$ cat src/verilog/rcp_pkg.sv
// Package for the collision position status block: register map, field layout,
// reset values and the structs that carry the receive-path input and the stored output.
// Assumes an APB slave with 32-bit data and one aligned word per register.
package rcp_pkg;

   // -----------------------------------------------------------------------
   // Register offsets (byte addresses)
   // -----------------------------------------------------------------------
   // The collision status register sits at word index 0Eh, so its byte address is four times that.
   localparam logic [7:0] RCP_COLL_STATUS_INDEX = 8'h0e;
   localparam logic [7:0] RCP_COLL_STATUS_OFFS  = 8'(RCP_COLL_STATUS_INDEX * 4);
   localparam logic [7:0] RCP_IRQ_STATUS_OFFS  = 8'h20;
   localparam logic [7:0] RCP_IRQ_MASK_OFFS    = 8'h24;

   // -----------------------------------------------------------------------
   // Field positions of the collision status register
   // -----------------------------------------------------------------------
   localparam int RCP_KEEP_BIT    = 7;
   localparam int RCP_INVALID_BIT = 5;
   localparam int RCP_POS_MSB     = 4;
   localparam int RCP_POS_WIDTH   = 5;

   // -----------------------------------------------------------------------
   // Reset values
   // -----------------------------------------------------------------------
   localparam logic       RCP_KEEP_RESET    = 1'b1;
   localparam logic       RCP_INVALID_RESET = 1'b1;
   localparam logic [4:0] RCP_POS_RESET     = 5'h00;
   localparam logic [1:0] RCP_IRQ_RESET     = 2'h0;

   // -----------------------------------------------------------------------
   // Interrupt event bits
   // -----------------------------------------------------------------------
   localparam int RCP_IRQ_COLL_BIT  = 0;
   localparam int RCP_IRQ_FRAME_BIT = 1;
   localparam int RCP_IRQ_WIDTH     = 2;

   // Receive-path bit stream from the decoder.
   typedef struct packed {
      logic frame_start;
      logic frame_end;
      logic bit_valid;
      logic bit_data;
      logic bit_collision;
   } rcp_rx_type;

   // Bit stream handed on toward the receive buffer.
   typedef struct packed {
      logic bit_valid;
      logic bit_data;
   } rcp_store_type;

endpackage

$ cat src/verilog/rcp_collision_status.sv
// Collision position status for the contactless receive path, with APB access.
// Assumes the bit decoder is on i_clk and marks frame start, data bits and
// collisions with one-cycle strobes; no synchronisers are therefore needed.
//
// Local design decision: register access over APB.
`timescale 1ns/1ps

// Notes on behaviour
// Keep-bits zero clears bits after collision.
// Host keeps keep-bits one except anticollision.
// Invalid flag when none or out of range.
// Field holds first collision position, data bits.
// 01h first bit, 00h thirty-second bit.
// Host reads position only when flag clear.
// Host reads flag only in 106k/type A.
// Reset keep one, bit6 zero, invalid one.
// New frame reinitialises; only first collision latched.
module rcp_collision_status
   import rcp_pkg::*;
#(
   parameter int MAX_POS = 32
) (
   // Clock and reset
   input  wire logic          i_clk,
   input  wire logic          i_rst,
   // APB slave
   input  wire logic          i_psel,
   input  wire logic          i_penable,
   input  wire logic          i_pwrite,
   input  wire logic [7:0]    i_paddr,
   input  wire logic [31:0]   i_pwdata,
   output logic      [31:0]   o_prdata,
   output logic               o_pready,
   output logic               o_pslverr,
   // Receive path
   input  wire rcp_rx_type    i_rx,
   output rcp_store_type      o_store,
   // Interrupt
   output logic               o_irq
);

   // -----------------------------------------------------------------------
   // Types and signals
   // -----------------------------------------------------------------------

   // Receive framing state; data bits are only counted inside a frame.
   typedef enum logic [1:0] {
      RX_IDLE  = 2'b01,
      RX_FRAME = 2'b10
   } rcp_rx_state_type;

   // Receive framing state.
   rcp_rx_state_type         rx_state_reg;
   rcp_rx_state_type         rx_state_next;

   // Collision status fields.
   logic                     keep_bits_after_collision_reg;
   logic                     collision_position_invalid_reg;
   logic [RCP_POS_WIDTH-1:0] first_collision_position_reg;
   logic                     collided_reg;

   // Data bit counter.
   logic [5:0]               bit_count_reg;
   logic [5:0]               bit_count_next;
   logic                     bit_count_full;
   logic                     in_range;

   // Receive strobes qualified by the framing state.
   logic                     rx_bit;
   logic                     first_coll;

   // Interrupt bookkeeping.
   logic [RCP_IRQ_WIDTH-1:0] irq_status_reg;
   logic [RCP_IRQ_WIDTH-1:0] irq_mask_reg;
   logic [RCP_IRQ_WIDTH-1:0] irq_event;
   logic [RCP_IRQ_WIDTH-1:0] irq_clear;

   // APB decode and read path.
   logic                     sel_coll;
   logic                     sel_irq_status;
   logic                     sel_irq_mask;
   logic                     addr_ok;
   logic                     wr_acc;
   logic                     rd_setup;
   logic [31:0]              rdata_next;

   // -----------------------------------------------------------------------
   // Receive framing
   // -----------------------------------------------------------------------

   always_comb begin
      rx_state_next = rx_state_reg;
      case (rx_state_reg)
         RX_IDLE: begin
            if (i_rx.frame_start) begin
               rx_state_next = RX_FRAME;
            end
         end
         RX_FRAME: begin
            if (i_rx.frame_end && !i_rx.frame_start) begin
               rx_state_next = RX_IDLE;
            end
         end
         default: begin
            rx_state_next = RX_IDLE;
         end
      endcase
   end

   always_ff @(posedge i_clk or posedge i_rst) begin
      if (i_rst) begin
         rx_state_reg <= RX_IDLE;
      end else begin
         rx_state_reg <= rx_state_next;
      end
   end

   // -----------------------------------------------------------------------
   // Bit counter
   // -----------------------------------------------------------------------

   assign rx_bit         = i_rx.bit_valid && !i_rx.frame_start && (rx_state_reg == RX_FRAME);
   assign bit_count_full = (bit_count_reg == 6'h3f);
   assign bit_count_next = bit_count_reg + 6'h01;
   // The compare uses the count before the increment, so a saturated count cannot wrap in.
   assign in_range       = (int'(bit_count_reg) < MAX_POS);
   assign first_coll     = rx_bit && i_rx.bit_collision && !collided_reg;

   always_ff @(posedge i_clk or posedge i_rst) begin
      if (i_rst) begin
         bit_count_reg <= 6'h00;
      end else if (i_rx.frame_start) begin
         bit_count_reg <= 6'h00;
      end else if (rx_bit && !bit_count_full) begin
         bit_count_reg <= bit_count_next;
      end
   end

   // -----------------------------------------------------------------------
   // Collision capture
   // -----------------------------------------------------------------------

   always_ff @(posedge i_clk or posedge i_rst) begin
      if (i_rst) begin
         collided_reg                   <= 1'b0;
         collision_position_invalid_reg <= RCP_INVALID_RESET;
         first_collision_position_reg   <= RCP_POS_RESET;
      end else if (i_rx.frame_start) begin
         collided_reg                   <= 1'b0;
         collision_position_invalid_reg <= 1'b1;
         first_collision_position_reg   <= RCP_POS_RESET;
      end else if (first_coll) begin
         collided_reg <= 1'b1;
         if (in_range) begin
            collision_position_invalid_reg <= 1'b0;
            // Bit 32 wraps to 00h in the five-bit field.
            first_collision_position_reg   <= bit_count_next[4:0];
         end else begin
            collision_position_invalid_reg <= 1'b1;
         end
      end
   end

   // -----------------------------------------------------------------------
   // Stored bit stream
   // -----------------------------------------------------------------------

   // Bits after the first collision are stored as zero unless kept.
   always_ff @(posedge i_clk or posedge i_rst) begin
      if (i_rst) begin
         o_store <= '0;
      end else begin
         o_store.bit_valid <= i_rx.bit_valid;
         o_store.bit_data  <= i_rx.bit_data &&
                              (keep_bits_after_collision_reg || !collided_reg);
      end
   end

   // -----------------------------------------------------------------------
   // Interrupt events
   // -----------------------------------------------------------------------

   always_comb begin
      irq_event = '0;
      irq_event[RCP_IRQ_COLL_BIT]  = first_coll;
      irq_event[RCP_IRQ_FRAME_BIT] = i_rx.frame_end;
   end

   always_comb begin
      irq_clear = '0;
      if (wr_acc && sel_irq_status) begin
         irq_clear = i_pwdata[RCP_IRQ_WIDTH-1:0];
      end
   end

   // -----------------------------------------------------------------------
   // Interrupt status
   // -----------------------------------------------------------------------

   // A new event wins over a write-one-to-clear in the same cycle.
   generate
      for (genvar g = 0; g < RCP_IRQ_WIDTH; g++) begin : g_irq
         always_ff @(posedge i_clk or posedge i_rst) begin
            if (i_rst) begin
               irq_status_reg[g] <= RCP_IRQ_RESET[g];
            end else if (irq_event[g]) begin
               irq_status_reg[g] <= 1'b1;
            end else if (irq_clear[g]) begin
               irq_status_reg[g] <= 1'b0;
            end
         end
      end
   endgenerate

   // The interrupt line follows the masked status one cycle later.
   always_ff @(posedge i_clk or posedge i_rst) begin
      if (i_rst) begin
         o_irq <= 1'b0;
      end else begin
         o_irq <= |(irq_status_reg & irq_mask_reg);
      end
   end

   // -----------------------------------------------------------------------
   // APB decode
   // -----------------------------------------------------------------------

   assign sel_coll       = (i_paddr == RCP_COLL_STATUS_OFFS);
   assign sel_irq_status = (i_paddr == RCP_IRQ_STATUS_OFFS);
   assign sel_irq_mask   = (i_paddr == RCP_IRQ_MASK_OFFS);
   assign addr_ok        = sel_coll || sel_irq_status || sel_irq_mask;
   // A setup cycle is answered in the following access cycle.
   assign wr_acc         = i_psel && i_penable && i_pwrite && o_pready;
   assign rd_setup       = i_psel && !i_penable;

   // -----------------------------------------------------------------------
   // Writable controls
   // -----------------------------------------------------------------------

   always_ff @(posedge i_clk or posedge i_rst) begin
      if (i_rst) begin
         keep_bits_after_collision_reg <= RCP_KEEP_RESET;
      end else if (wr_acc && sel_coll) begin
         keep_bits_after_collision_reg <= i_pwdata[RCP_KEEP_BIT];
      end
   end

   always_ff @(posedge i_clk or posedge i_rst) begin
      if (i_rst) begin
         irq_mask_reg <= RCP_IRQ_RESET;
      end else if (wr_acc && sel_irq_mask) begin
         irq_mask_reg <= i_pwdata[RCP_IRQ_WIDTH-1:0];
      end
   end

   // -----------------------------------------------------------------------
   // Read data
   // -----------------------------------------------------------------------

   // Reserved bits, bit 6 included, read as zero.
   always_comb begin
      rdata_next = 32'h0000_0000;
      if (sel_coll) begin
         rdata_next[RCP_KEEP_BIT]    = keep_bits_after_collision_reg;
         rdata_next[RCP_INVALID_BIT] = collision_position_invalid_reg;
         rdata_next[RCP_POS_MSB:0]   = first_collision_position_reg;
      end else if (sel_irq_status) begin
         rdata_next[RCP_IRQ_WIDTH-1:0] = irq_status_reg;
      end else if (sel_irq_mask) begin
         rdata_next[RCP_IRQ_WIDTH-1:0] = irq_mask_reg;
      end
   end

   // -----------------------------------------------------------------------
   // Read response
   // -----------------------------------------------------------------------

   always_ff @(posedge i_clk or posedge i_rst) begin
      if (i_rst) begin
         o_pready  <= 1'b0;
         o_prdata  <= 32'h0000_0000;
         o_pslverr <= 1'b0;
      end else begin
         o_pready  <= rd_setup;
         o_pslverr <= rd_setup && !addr_ok;
         if (rd_setup && !i_pwrite) begin
            o_prdata <= rdata_next;
         end
      end
   end

endmodule

$ cat config.mk
export PLATFORM = sky130hd
export DESIGN_NAME = rcp_collision_status
export DESIGN_NICKNAME = d
export VERILOG_FILES = /design/src/verilog/rcp_pkg.sv /design/src/verilog/rcp_collision_status.sv
export SDC_FILE = /design/constraint.sdc
export NUM_CORES = 1
export LEC_CHECK = 0
export ABC_CLOCK_PERIOD_IN_PS = 3100
export BUFFER_PORTS_ARGS = -buffer_cell sky130_fd_sc_hd__buf_2
export CAP_MARGIN = 20
export CORE_MARGIN = 1.5
export CORE_UTILIZATION = 42
export DETAILED_ROUTE_END_ITERATION = 6
export MAX_ROUTING_LAYER = met4
export PLACE_DENSITY = 0.73
export REMOVE_ABC_BUFFERS = 1
export SETUP_SLACK_MARGIN = 0.1
export SYNTH_ARGS = -nofsm -noshare
export SYNTH_HDL_FRONTEND = slang
export SYNTH_SLANG_ARGS = --single-unit
$ cat constraint.sdc
create_clock -name i_clk -period 3.1 [get_ports i_clk]
set_input_delay 0.62 -clock i_clk [delete_from_list [all_inputs] [get_ports i_clk]]
set_output_delay 0.62 -clock i_clk [all_outputs]
set_load 0.02 [all_outputs]
Word-level counts from Yosys, hierarchy flattened
Index checks and enable logic that the tools add are counted.
{"block": "totals", "reg_bits": 32, "latchBits": 0, "mem_bits_rw": 0, "mem_bits_ro": 0, "input_bits": 50, "output_inout_bits": 37, "wordCells": 82, "n_memories": 0}
{"block": "op_classes", "addsub": 1, "multipliers": 0, "div": 0, "order_cmp": 1, "n_eq_ne": 8, "shifts": 0, "mux": 23, "n_bitwise": 1, "n_reduce_logical": 33}
{"operator": "$eq 8x6->1 const B", "count": 3}
{"operator": "$logic_and 1x1->1", "count": 16}
{"operator": "$mux 5", "count": 3}
{"operator": "$mux 2", "count": 6}
{"operator": "$mux 6", "count": 2}
{"operator": "$mux 1", "count": 10}
{"operator": "$reduce_bool 2->1", "count": 5}
{"operator": "$add 6x1->6 const B", "count": 1}
{"operator": "$eq 6x6->1 const B", "count": 1}
{"operator": "$logic_not 1->1", "count": 6}
{"operator": "$lt 6x6->1 const B", "count": 1}
{"operator": "$mux 4", "count": 1}
{"operator": "$ne 2x2->1 const B", "count": 2}
{"operator": "$pmux 2 s2", "count": 1}
{"operator": "$reduce_and 2->1", "count": 2}
{"operator": "$logic_or 1x1->1", "count": 3}
{"operator": "$and 2x2->2", "count": 1}
{"operator": "$eq 2x1->1 const B", "count": 1}
{"operator": "$eq 2x2->1 const B", "count": 1}
{"operator": "$reduce_or 2->1", "count": 1}

Logic depth before layout (Yosys ltp)
Gate-level depths: netlist (run 1).
{"block": "logic_depth", "ltp_word": 7, "ltp_mapped": 5, "mapped_depth_nobuf": 4}

Least setup slack after synthesis (run 1)
No wires, ideal clock.
{"block": "synth_timing", "kind": "input port to flip-flop", "startpoint": "in i_paddr[0]", "endpoint": "reg irq_mask_reg[0]", "setup_ns": 0.128, "arrival_ns": 1.772, "t_required_ns": 2.972, "slack_ns": 1.201, "path_stages": 3, "path_buffers": 0, "path_cell_list": "or4b_4 -> nor4_4 -> mux2_1"}
{"block": "synth_between", "elab_chain_len": 2}
{"element": "start, declared", "line": "rcp_collision_status.sv:30", "rtl": "input wire logic [7:0] i_paddr,"}
{"element": "$eq 8x6->1", "line": "rcp_collision_status.sv:230", "rtl": "assign sel_irq_mask = (i_paddr == RCP_IRQ_MASK_OFFS);"}
{"element": "$logic_and 1x1->1", "line": "rcp_collision_status.sv:251", "rtl": "end else if (wr_acc && sel_irq_mask) begin"}
{"element": "end signal, assigned", "line": "rcp_collision_status.sv:252", "rtl": "irq_mask_reg <= i_pwdata[RCP_IRQ_WIDTH-1:0];"}
{"element": "end, declared", "line": "rcp_collision_status.sv:74", "rtl": "logic [RCP_IRQ_WIDTH-1:0] irq_mask_reg;"}
No other way between the ends.
A chain may end at the register's enable or synchronous reset.

Final worst setup path (run 1)
{"block": "layout_timing", "startpoint": "in i_paddr[0]", "endpoint": "reg irq_status_reg[0]"}
{"block": "layout_between", "elab_chain_len": 4}
{"element": "$eq 8x6->1", "line": "rcp_collision_status.sv:229", "rtl": "assign sel_irq_status = (i_paddr == RCP_IRQ_STATUS_OFFS);"}
{"element": "$logic_and 1x1->1", "line": "rcp_collision_status.sv:191", "rtl": "if (wr_acc && sel_irq_status) begin"}
{"element": "$mux 2", "line": "rcp_collision_status.sv:191"}
{"element": "$reduce_bool 2->1 (no source line)"}
{"element": "end signal, assigned by index", "line": "rcp_collision_status.sv:205", "rtl": "irq_status_reg[g] <= RCP_IRQ_RESET[g];"}
{"element": "end, declared", "line": "rcp_collision_status.sv:73", "rtl": "logic [RCP_IRQ_WIDTH-1:0] irq_status_reg;"}
No other way between the ends.

==> impl_metrics.py, run 1 <==
metrics = {
    "clock_tree": {
        "hold_buffers": 0,
        "clk_pin_slew_ns": 0.06,
        "numCtsBuffers": 5,
        "cts_setup_buffers": 0,
        "cts_tree": "done",
        "post_cts_resized": 0,
        "cts_max_path_buffers": 2,
        "h-tree-depth": 2,
        "clk_latency_ns": 0.28,
        "root_buffer": "clkbuf_8",
        "clkSinkCount": 32,
    },
    "grt": {
        "antenna_found_initial": 0,
        "grt_pass1_wl_mm": 5.25,
        "grt_usage": 0.156,
        "grt-ovfl-total": 0,
        "grt_max_degree": 33,
        "grt_pass1_vias": 1177,
    },
    "route": {
        "wl_met1_mm": 1.33,
        "wl_met3_um": 209,
        "firstDrtPassIters": 4,
        "finalWirelength_mm": 3.06,
        "routed_via_density": 5.08,
        "postRouteAntennaNets": 0,
        "top_layer_used": "met4",
        "wl_met2_mm": 1.49,
        "first_iter_violations": 52,
        "wire_per_inst_um": 12.2,
        "drc": 0,
        "vias": 1274,
    },
    "power_and_ir_drop": {
        "p_total_mw": 0.994,
        "power_density_mw_per_mm2": 500,
        "power_leakage_nw": 0.936,
        "vdd_drop_max_mv": 0.198,
    },
    "sta": {
        "timing.hold.ws_ns": 0.415,
        "worst_pin_slew_ns": 0.503,
        "fmax_mhz": 551,
        "finalHoldViolations": 0,
        "fin_crit_sh": 0.586,
        "fin_tns_setup_ns": 0,
        "period_minus_slack_ns": 1.82,
        "final-max-slew-violation-count": 0,
        "clock_skew_ns": 0.00260,
        "slew_headroom": 0.662,
        "rsz0062_at_grt": "false",
        "setup_viol": 0,
    },
    "yosys": {
        "synth_cells": 167,
        "ys_seq_area_frac": 0.454,
        "synth_edf_count": 0,
        "ys_seq_elements": 32,
        "synth_ff_type": "dfrtp_1",
        "syn_area_mm2": 0.00177,
        "synth_area_per_cell_um2": 10.6,
        "synthDistinctLibCells": 49,
        "yosys_warnings": 0,
        "async_flop_share": 1.00,
    },
    "worst_hold_path": {
        "hold_class": "in -> async",
    },
    "final_layout": {
        "syn_to_final_growth_pct": 12.4,
        "layout-drive-gt1-share": 0.294,
        "fin_cells": 251,
        "antenna_cells": 0,
        "nNetsFinal": 251,
        "largest_reg_flops": 7,
        "n_fill_cell": 400,
    },
    "place": {
        "portBuffers": 32,
        "placed_cells": 243,
        "gp_congestion": 0.771,
        "hpwl_mm": 2.25,
    },
    "run": {
        "cap_violations": 0,
    },
    "floorplanning": {
        "num_rows": 23,
        "die_area_mm2": 0.00461,
        "ios": 87,
        "initial_core_util": 0.439,
        "coreArea_mm2": 0.00403,
        "die_x_um": 67.9,
        "die_h_um": 67.9,
    },
    "critical_path": {
        "worstSetupPathType": "in -> reg",
        "worstSetupEndpointType": "flip-flop",
        "path_max_fanout": 5,
        "crit_arrival_ns": 1.95,
        "startpoint_type": "input pin",
        "reg2reg_slack_ns": 1.59,
        "worstPathRequired_ns": 3.24,
    },
    "outcome": {
        "outcome": "complete, no violations",
    },
}
## cell usage in the layout (no fill, tap or decap), drive strengths merged, types with 2 or more instances in the layout
master  count
a211oi      6
a21oi       6
a31o        6
a31oi       2
a41oi       2
and3        3
buf        34
clkbuf      6
conb       25
dfrtp      29
dfstp       3
inv         5
mux2        4
mux2i       2
nand2       5
nand2b      4
nand3       3
nor2        4
nor2b       8
nor3        5
nor3b       3
nor4        4
nor4b       2
o21a        3
o21ai       4
o32ai       2
xnor2       2
## report_power, final
| group | switching, mW | internal (mW) |
|---|---|---|
| Sequential | 0.0235 | 0.452 |
| Clock | 0.145 | 0.238 |
| Combinational | 0.0860 | 0.0501 |
## metrics by stage
| stage | util | setup WS [ns] | area, um2 |
|---|---|---|---|
| global placement | 0.467 | 1.03 | 1880 |
| detailed placement | 0.467 | 0.984 | 1880 |
| global route | 0.494 | 1.13 | 1990 |
| finish | 0.494 | 1.28 | 1990 |
| CTS | 0.494 | 1.28 | 1990 |
| floorplan | - | 1.01 | 1640 |
## critical path: stages
cell,delay (ns)
buf_2,0.09
or4b_4,0.58
nor4_1,0.50
a31oi_1,0.15
## per-layer routing
metal,up-vias,global-route usage
met5,-,-
met4,0,0.0600
met1,603,0.186
met2,45,0.254
met3,4,0.0395
li1,622,-
## Yosys cell counts (all sizes together), types with 4 or more instances
cell | count | area [um2]
a31o | 6 | 52.6
clkbuf | 5 | 18.8
nor3 | 5 | 30.0
buf | 27 | 198
nand2b | 4 | 25.0
nor4 | 4 | 46.3
o21ai | 4 | 20.0
inv | 5 | 18.8
a211oi | 6 | 45.0
nor2b | 8 | 50.1
mux2 | 4 | 45.0
nand2 | 5 | 18.8
dfrtp | 29 | 726
nor2 | 4 | 15.0
a21oi | 6 | 30.0
## layout make-up
class / count / area, um2 / area share
clock buffers: 6 / 72.6 / 0.0365
clock inverters: 2 / 35.0 / 0.0176
inverters: 5 / 18.8 / 0.00943
multi-input cells: 122 / 821 / 0.413
flip-flops and latches: 32 / 805 / 0.404
well taps: 50 / 62.6 / 0.0314
repair buffers: 34 / 175 / 0.0881
## final timing paths
| path | from | endpoint | cells past startpoint |
|---|---|---|---|
| max | i_paddr[0] | irq_status_reg[0]$_DFFE_PP0P_ | 4 |
| min in group i_clk | i_rx[2] | o_store[1]$_DFF_PP0_ | 1 |
| min | i_rst | rx_state_reg[1]$_DFFE_PP0P_ | 3 |
| min reg2reg | o_prdata[1]$_DFFE_PP0P_ | o_prdata[1]$_DFFE_PP0P_ | 2 |
| max reg2reg | bit_count_reg[5]$_DFFE_PP0P_ | first_collision_position_reg[0]$_DFFE_PP0P_ | 3 |
| max in group asynchronous | i_rst | keep_bits_after_collision_reg$_DFFE_PP1P_ | 3 |
## cells by family after synthesis
group	count (synthesis)	share of synthesized area
buf+inv	37	0.133
mux	6	0.0367
xor+xnor	3	0.0148
other cells	1	0.00212
flops	32	0.454
fa+ha+maj	1	0.00707
compound gates	36	0.155
simple gates	51	0.197
Power figures use the tool's default switching activity.
==> run 2: changes to the inputs <==
- ABC_AREA: unset -> 1
- ABC_CLOCK_PERIOD_IN_PS: 3100 -> 1500
- CORE_UTILIZATION: 42 -> 41
- PLACE_DENSITY: 0.73 -> 0.75
- clock period: 3.1 -> 1.5 ns (I/O delays scaled with it)
==> run 2 against run 1 <==
Compared with the run above: register-to-register slack worse by 1.3 ns; area after synthesis fell by 3.7%; highest routed layer unchanged; sequential cell count did not move; die area is 1.3% lower; critical path type is now reg -> reg.
==> impl_metrics.py, run 2 <==
metrics = {
    "clock_tree": {
        "clk_pin_slew_ns": 0.07,
        "root_buffer": "clkbuf_8",
        "cts_max_path_buffers": 2,
        "clkSinkCount": 32,
        "clk_latency_ns": 0.29,
        "cts_setup_buffers": 0,
        "h-tree-depth": 2,
        "cts_tree": "done",
        "numCtsBuffers": 5,
    },
    "yosys": {
        "ys_seq_elements": 32,
        "synthDistinctLibCells": 25,
        "synth_top_area_share": 0.426,
        "yosys_warnings": 0,
        "synth_area_leaders": "dfrtp_1, buf_4, nand2_1, nand3_1, inv_1",
        "ys_seq_area_frac": 0.472,
        "synth_cells": 206,
        "synth.most_common_cell": "nand2_1",
        "synth_common_cells": "nand2_1, dfrtp_1, buf_4, inv_1, nand3_1",
        "yosys.area.top_type": "dfrtp_1",
        "synth_ff_type": "dfrtp_1",
        "synth_edf_count": 0,
        "syn_area_mm2": 0.00171,
        "async_flop_share": 1.00,
        "synth_area_per_cell_um2": 8.28,
    },
    "route": {
        "postRouteAntennaNets": 0,
        "routed_via_density": 4.46,
        "vias": 1325,
        "finalWirelength_mm": 3.11,
        "firstDrtPassIters": 4,
        "drc": 0,
        "wire_per_inst_um": 10.5,
        "first_iter_violations": 59,
    },
    "sta": {
        "fmax_mhz": 800,
        "setup_viol": 0,
        "finalHoldViolations": 0,
        "fin_tns_setup_ns": 0,
        "clock_skew_ns": 0.00714,
        "rsz0062_at_grt": "false",
        "period_minus_slack_ns": 1.25,
        "fin_crit_sh": 0.834,
        "final-max-slew-violation-count": 0,
    },
    "critical_path": {
        "rr_worst_depth": 6,
        "worstReg2RegStart": "rx_state_reg[0]$_DFFE_PP1P_",
        "worstPathRequired_ns": 1.66,
        "worstSetupPathType": "reg -> reg",
        "crit_chain": "inv_1, nand2_1, nor2_4, nand4_2, nand3_1, o21ai_0",
        "cpMaxStageDelayCell": "dfstp_2",
        "crit_arrival_ns": 1.41,
        "crit_buf_inv": 1,
        "crit_family": "simple AND/OR/NAND/NOR gates",
        "path_max_fanout": 11,
        "slowest_delay_ns": 0.36,
        "startpoint_type": "flip-flop",
        "reg2reg_slack_ns": 0.25,
        "worstSetupEndpointType": "flip-flop",
        "reg2reg_to": "first_collision_position_reg[4]$_DFFE_PP0P_",
    },
    "floorplanning": {
        "ios": 87,
        "num_rows": 23,
        "coreArea_mm2": 0.00400,
        "die_x_um": 67.5,
        "initial_core_util": 0.426,
        "die_h_um": 67.5,
        "die_area_mm2": 0.00456,
    },
    "final_layout": {
        "antenna_cells": 0,
        "seq_area_um2": 806,
        "largest_reg_flops": 7,
        "nNetsFinal": 297,
        "final_cell_mix": "nand2_1, buf_2, dfrtp_1",
        "multiInputGateArea_um2": 712,
        "n_fill_cell": 403,
        "fin_area_mm2": 0.00198,
        "layout_commonest_cell": "nand2_1",
        "syn_to_final_growth_pct": 16.1,
        "layout-drive-gt1-share": 0.235,
    },
    "grt": {
        "grt_pass1_vias": 1156,
        "grt-ovfl-total": 0,
        "grt_max_degree": 33,
        "grt_usage": 0.160,
        "grt_pass1_wl_mm": 5.14,
        "antenna_found_initial": 0,
    },
    "place": {
        "place_area_mm2": 0.00184,
        "gp_congestion": 0.783,
        "hpwl_mm": 2.42,
        "portBuffers": 32,
    },
    "power_and_ir_drop": {
        "power_leakage_nw": 1.06,
        "power_density_mw_per_mm2": 1030,
        "vdd_drop_max_mv": 0.550,
    },
    "worst_hold_path": {
        "hold_class": "in -> async",
    },
    "outcome": {
        "outcome": "complete, no violations",
    },
    "run": {
        "cap_violations": 0,
    },
}
==> run 2: cell count changes after synthesis, sizes merged, moves of 4 or more <==
cell    change
nand3      +16
nor4        -4
a211oi      -6
mux2        -4
nor2b       -8
clkbuf      -5
a31o        -6
o21ai      +18
nor3        -5
inv        +23
nor2       +10
nand2      +44
nand2b      -4
==> run 2: repair_timing <==
item                       4_1_cts  5_1_grt
resized for setup                1        4
pin swaps                        0        2
setup endpoints to repair        1        7
hold buffers                     0        0
==> run 2: worst max path at each step <==
stage                                       from                                           to  cells after the start
floorplan           bit_count_reg[0]$_DFFE_PP0P_                 bit_count_reg[2]$_DFFE_PP0P_                      7
global placement    bit_count_reg[1]$_DFFE_PP0P_                 bit_count_reg[4]$_DFFE_PP0P_                      7
detailed placement  bit_count_reg[1]$_DFFE_PP0P_                 bit_count_reg[4]$_DFFE_PP0P_                      7
CTS                 bit_count_reg[1]$_DFFE_PP0P_                 bit_count_reg[4]$_DFFE_PP0P_                      7
global route         rx_state_reg[0]$_DFFE_PP1P_  first_collision_position_reg[4]$_DFFE_PP0P_                      6
finish               rx_state_reg[0]$_DFFE_PP1P_  first_collision_position_reg[4]$_DFFE_PP0P_                      6
==> run 2: per-stage QoR <==
step | utilization | cells | power [mW] | setup slack [ns] | hold slack, ns
6_report | 0.495 | 297 | 2.05 | 0.249 | 0.0741
2_1_floorplan | - | 204 | 1.16 | 0.207 | 0.331
3_3_place_gp | 0.460 | 289 | 1.23 | 0.166 | 0.397
3_5_place_dp | 0.460 | 289 | 1.24 | 0.0943 | 0.406
5_1_grt | 0.495 | 297 | 2.15 | 0.100 | 0.111
4_1_cts | 0.490 | 297 | 2.07 | 0.165 | 0.0863
==> run 2: power by group <==
group	total [mW]	switching (mW)	internal (mW)
clock network	0.823	0.332	0.491
logic	0.265	0.189	0.0761
registers	0.958	0.0295	0.928
total	2.05	0.550	1.50
==> run 2: tightest hold or removal path, cell delays in order <==
cell and delay, ns:
buf_2 0.09, inv_1 0.04, buf_4 0.35
==> run 2: kinds of logic (layout without fill, tap and decap cells) <==
family          Yosys count  count (layout)  share of synthesized area
flops                    32              32                      0.472
fa+ha+maj                 1               1                    0.00734
buf+inv                  54              71                      0.178
simple gates             87              87                      0.244
other cells               1              25                    0.00220
compound gates           31              31                     0.0969
==> run 2: cell type report <==
cell class                 count  area share
sequential                    32       0.407
multi-input combinational    144       0.360
timing repair buffer          35      0.0923
inverter                      28      0.0531
clock buffer                   5      0.0348
tap                           50      0.0316
clock inverter                 3      0.0215
==> run 2: metal layers <==
| layer | global-route usage | vias up | share of wire |
|---|---|---|---|
| met5 | - | - | 0 |
| met2 | 0.261 | 37 | 0.50 |
| li1 | - | 685 | - |
| met3 | 0.0550 | 5 | 0.054 |
| met4 | 0.0689 | 0 | 0.018 |
| met1 | 0.178 | 598 | 0.43 |
==> run 3: changes to the inputs <==
- ABC_CLOCK_PERIOD_IN_PS: 1500 -> 1080
- clock period: 1.5 -> 1.08 ns (I/O delays scaled with it)
==> run 3 against run 2 <==
Compared with the run above: the flow now finishes with violations (setup timing); critical path depth up 1; power up 45%; core utilization is 9.5 points higher; non-clock buffer count grew 20; sequential share of layout area down 6.6 points; routed wire length up 15%; first-iteration DRC count increased by 61%; die area stayed put; setup slack lost 0.37 ns; sequential power grew 41%.
==> impl_metrics.py, run 3 (synthesized netlist as in run 2, its figures left out) <==
metrics = {
    "clock_tree": {
        "clk_latency_ns": 0.29,
        "root_buffer": "clkbuf_8",
        "h-tree-depth": 2,
        "numCtsBuffers": 5,
        "clk_pin_slew_ns": 0.07,
        "cts_max_path_buffers": 2,
        "clkSinkCount": 32,
        "cts_tree": "done",
    },
    "place": {
        "gp_congestion": 0.784,
        "place_area_mm2": 0.00197,
        "pre_cts_slack_ns": -0.241,
        "hpwl_mm": 2.35,
        "portBuffers": 32,
    },
    "final_layout": {
        "antenna_cells": 0,
        "n_fill_cell": 344,
        "syn_to_final_growth_pct": 38.4,
        "layout_commonest_cell": "nand2_1",
        "layout-drive-gt1-share": 0.369,
        "fin_util": 0.590,
        "largest_reg_flops": 7,
        "final_cell_mix": "nand2_1, dfrtp_1, conb_1",
        "nNetsFinal": 318,
        "fin_area_mm2": 0.00236,
    },
    "grt": {
        "grt-ovfl-total": 0,
        "grt_util_met3": 0.0500,
        "grt_pass1_vias": 1223,
        "grtUsageMet1": 0.196,
        "grt_max_degree": 33,
        "gr-usage-met2": 0.257,
        "grt_pass1_wl_mm": 5.35,
        "grt_usage": 0.161,
        "top_usage_layer": "met2",
        "antenna_found_initial": 0,
    },
    "route": {
        "firstDrtPassIters": 4,
        "routed_via_density": 4.48,
        "finalWirelength_mm": 3.58,
        "drc": 0,
        "wire_per_inst_um": 11.2,
        "vias": 1424,
        "postRouteAntennaNets": 0,
        "first_iter_violations": 95,
    },
    "critical_path": {
        "worstPathRequired_ns": 1.29,
        "crit_arrival_ns": 1.42,
        "cpMaxStageDelayCell": "dfstp_2",
        "cp-startpoint": "rx_state_reg[0]$_DFFE_PP1P_",
        "worstSetupEndpointType": "flip-flop",
        "startpoint_type": "flip-flop",
        "slowest_delay_ns": 0.37,
        "crit_chain": "inv_2, nand2_4, nor2_4, inv_2, nor2_4, inv_1, o21ai_1",
        "worstSetupPathType": "reg -> reg",
        "worstReg2RegStart": "rx_state_reg[0]$_DFFE_PP1P_",
        "path_max_fanout": 4,
    },
    "floorplanning": {
        "die_x_um": 67.5,
        "die_h_um": 67.5,
        "ios": 87,
        "die_area_mm2": 0.00456,
        "initial_core_util": 0.426,
        "num_rows": 23,
        "coreArea_mm2": 0.00400,
    },
    "sta": {
        "fmax_mhz": 833,
        "rsz0062_at_grt": "true",
        "fin_tns_setup_ns": -0.930,
        "fin_crit_sh": 1.11,
        "setup_ws_ns": -0.121,
        "clock_skew_ns": 0.00860,
        "period_minus_slack_ns": 1.20,
        "final-max-slew-violation-count": 0,
        "setup_viol": 11,
        "finalHoldViolations": 0,
    },
    "power_and_ir_drop": {
        "power_density_mw_per_mm2": 1260,
        "p_total_mw": 2.96,
        "power_leakage_nw": 1.21,
        "vdd_drop_max_mv": 0.609,
    },
    "worst_hold_path": {
        "hold_start": "i_rx[2]",
        "hold_class": "in -> reg",
    },
    "run": {
        "cap_violations": 0,
    },
    "outcome": {
        "violations": "setup timing",
        "outcome": "finished, violations left",
    },
}
-- run 3: cell types whose count changed in the layout (fill, tap and decap cells not counted), moves of 5 or more --
cell	change
buf_2	-12
o21ai_0	-5
buf_4	+16
nand2_1	-5
buf_6	+14
nand3_1	-5
-- run 3: final timing paths --
kind | endpoint | slack (ns) | cells past startpoint
max | bit_count_reg[4]$_DFFE_PP0P_ | -0.12 | 7
min | o_store[1]$_DFF_PP0_ | 0.08 | 1
max reg2reg | bit_count_reg[4]$_DFFE_PP0P_ | -0.12 | 7
min reg2reg | o_prdata[7]$_DFFE_PP0P_ | 0.50 | 2
max in group asynchronous | rx_state_reg[0]$_DFFE_PP1P_ | 0.32 | 4
min in group asynchronous | collided_reg$_DFFE_PP0P_ | 0.53 | 4
-- run 3: per-stage QoR --
step | hold WS [ns] | std cells
floorplan | 0.247 | 204
global placement | 0.263 | 304
detailed placement | 0.272 | 304
CTS | 0.0752 | 315
global route | 0.0808 | 318
finish | 0.0757 | 318
-- run 3: power by group --
group / switching (mW) / internal [mW]
Sequential: 0.0574 / 1.29
Clock: 0.439 / 0.684
Combinational: 0.326 / 0.167
Total: 0.823 / 2.14
-- run 3: cell type report --
cell class	instances	area [um2]	area share
multi-input combinational	145	850	0.360
sequential	32	805	0.341
timing repair buffer	55	430	0.182
inverter	28	105	0.0445
clock buffer	6	72.6	0.0308
tap	50	62.6	0.0265
clock inverter	2	35.0	0.0148
-- run 3: worst max-delay path: cells and delay by family (launching register included) --
kind                   cells  cell delay (ns)
and+or+nand+nor            3             0.37
DFF                        1             0.37
AOI/OAI and AO/OA          1             0.16
buffers and inverters      3             0.23
-- run 3: metal layers --
metal | vias to the layer above | share of wire
li1 | 732 | -
met1 | 651 | 0.40
met2 | 35 | 0.55
met3 | 6 | 0.041
met4 | 0 | 0.011
met5 | - | 0
-- run 3: what timing repair did --
item / in CTS / in global routing
hold endpoints to repair: 29 / 0
setup endpoints to repair: 32 / 36
gates cloned: 0 / 1
resized for setup: 47 / 18
buffers inserted: 2 / 3
hold buffers: 1 / 0
pin swaps: 11 / 13
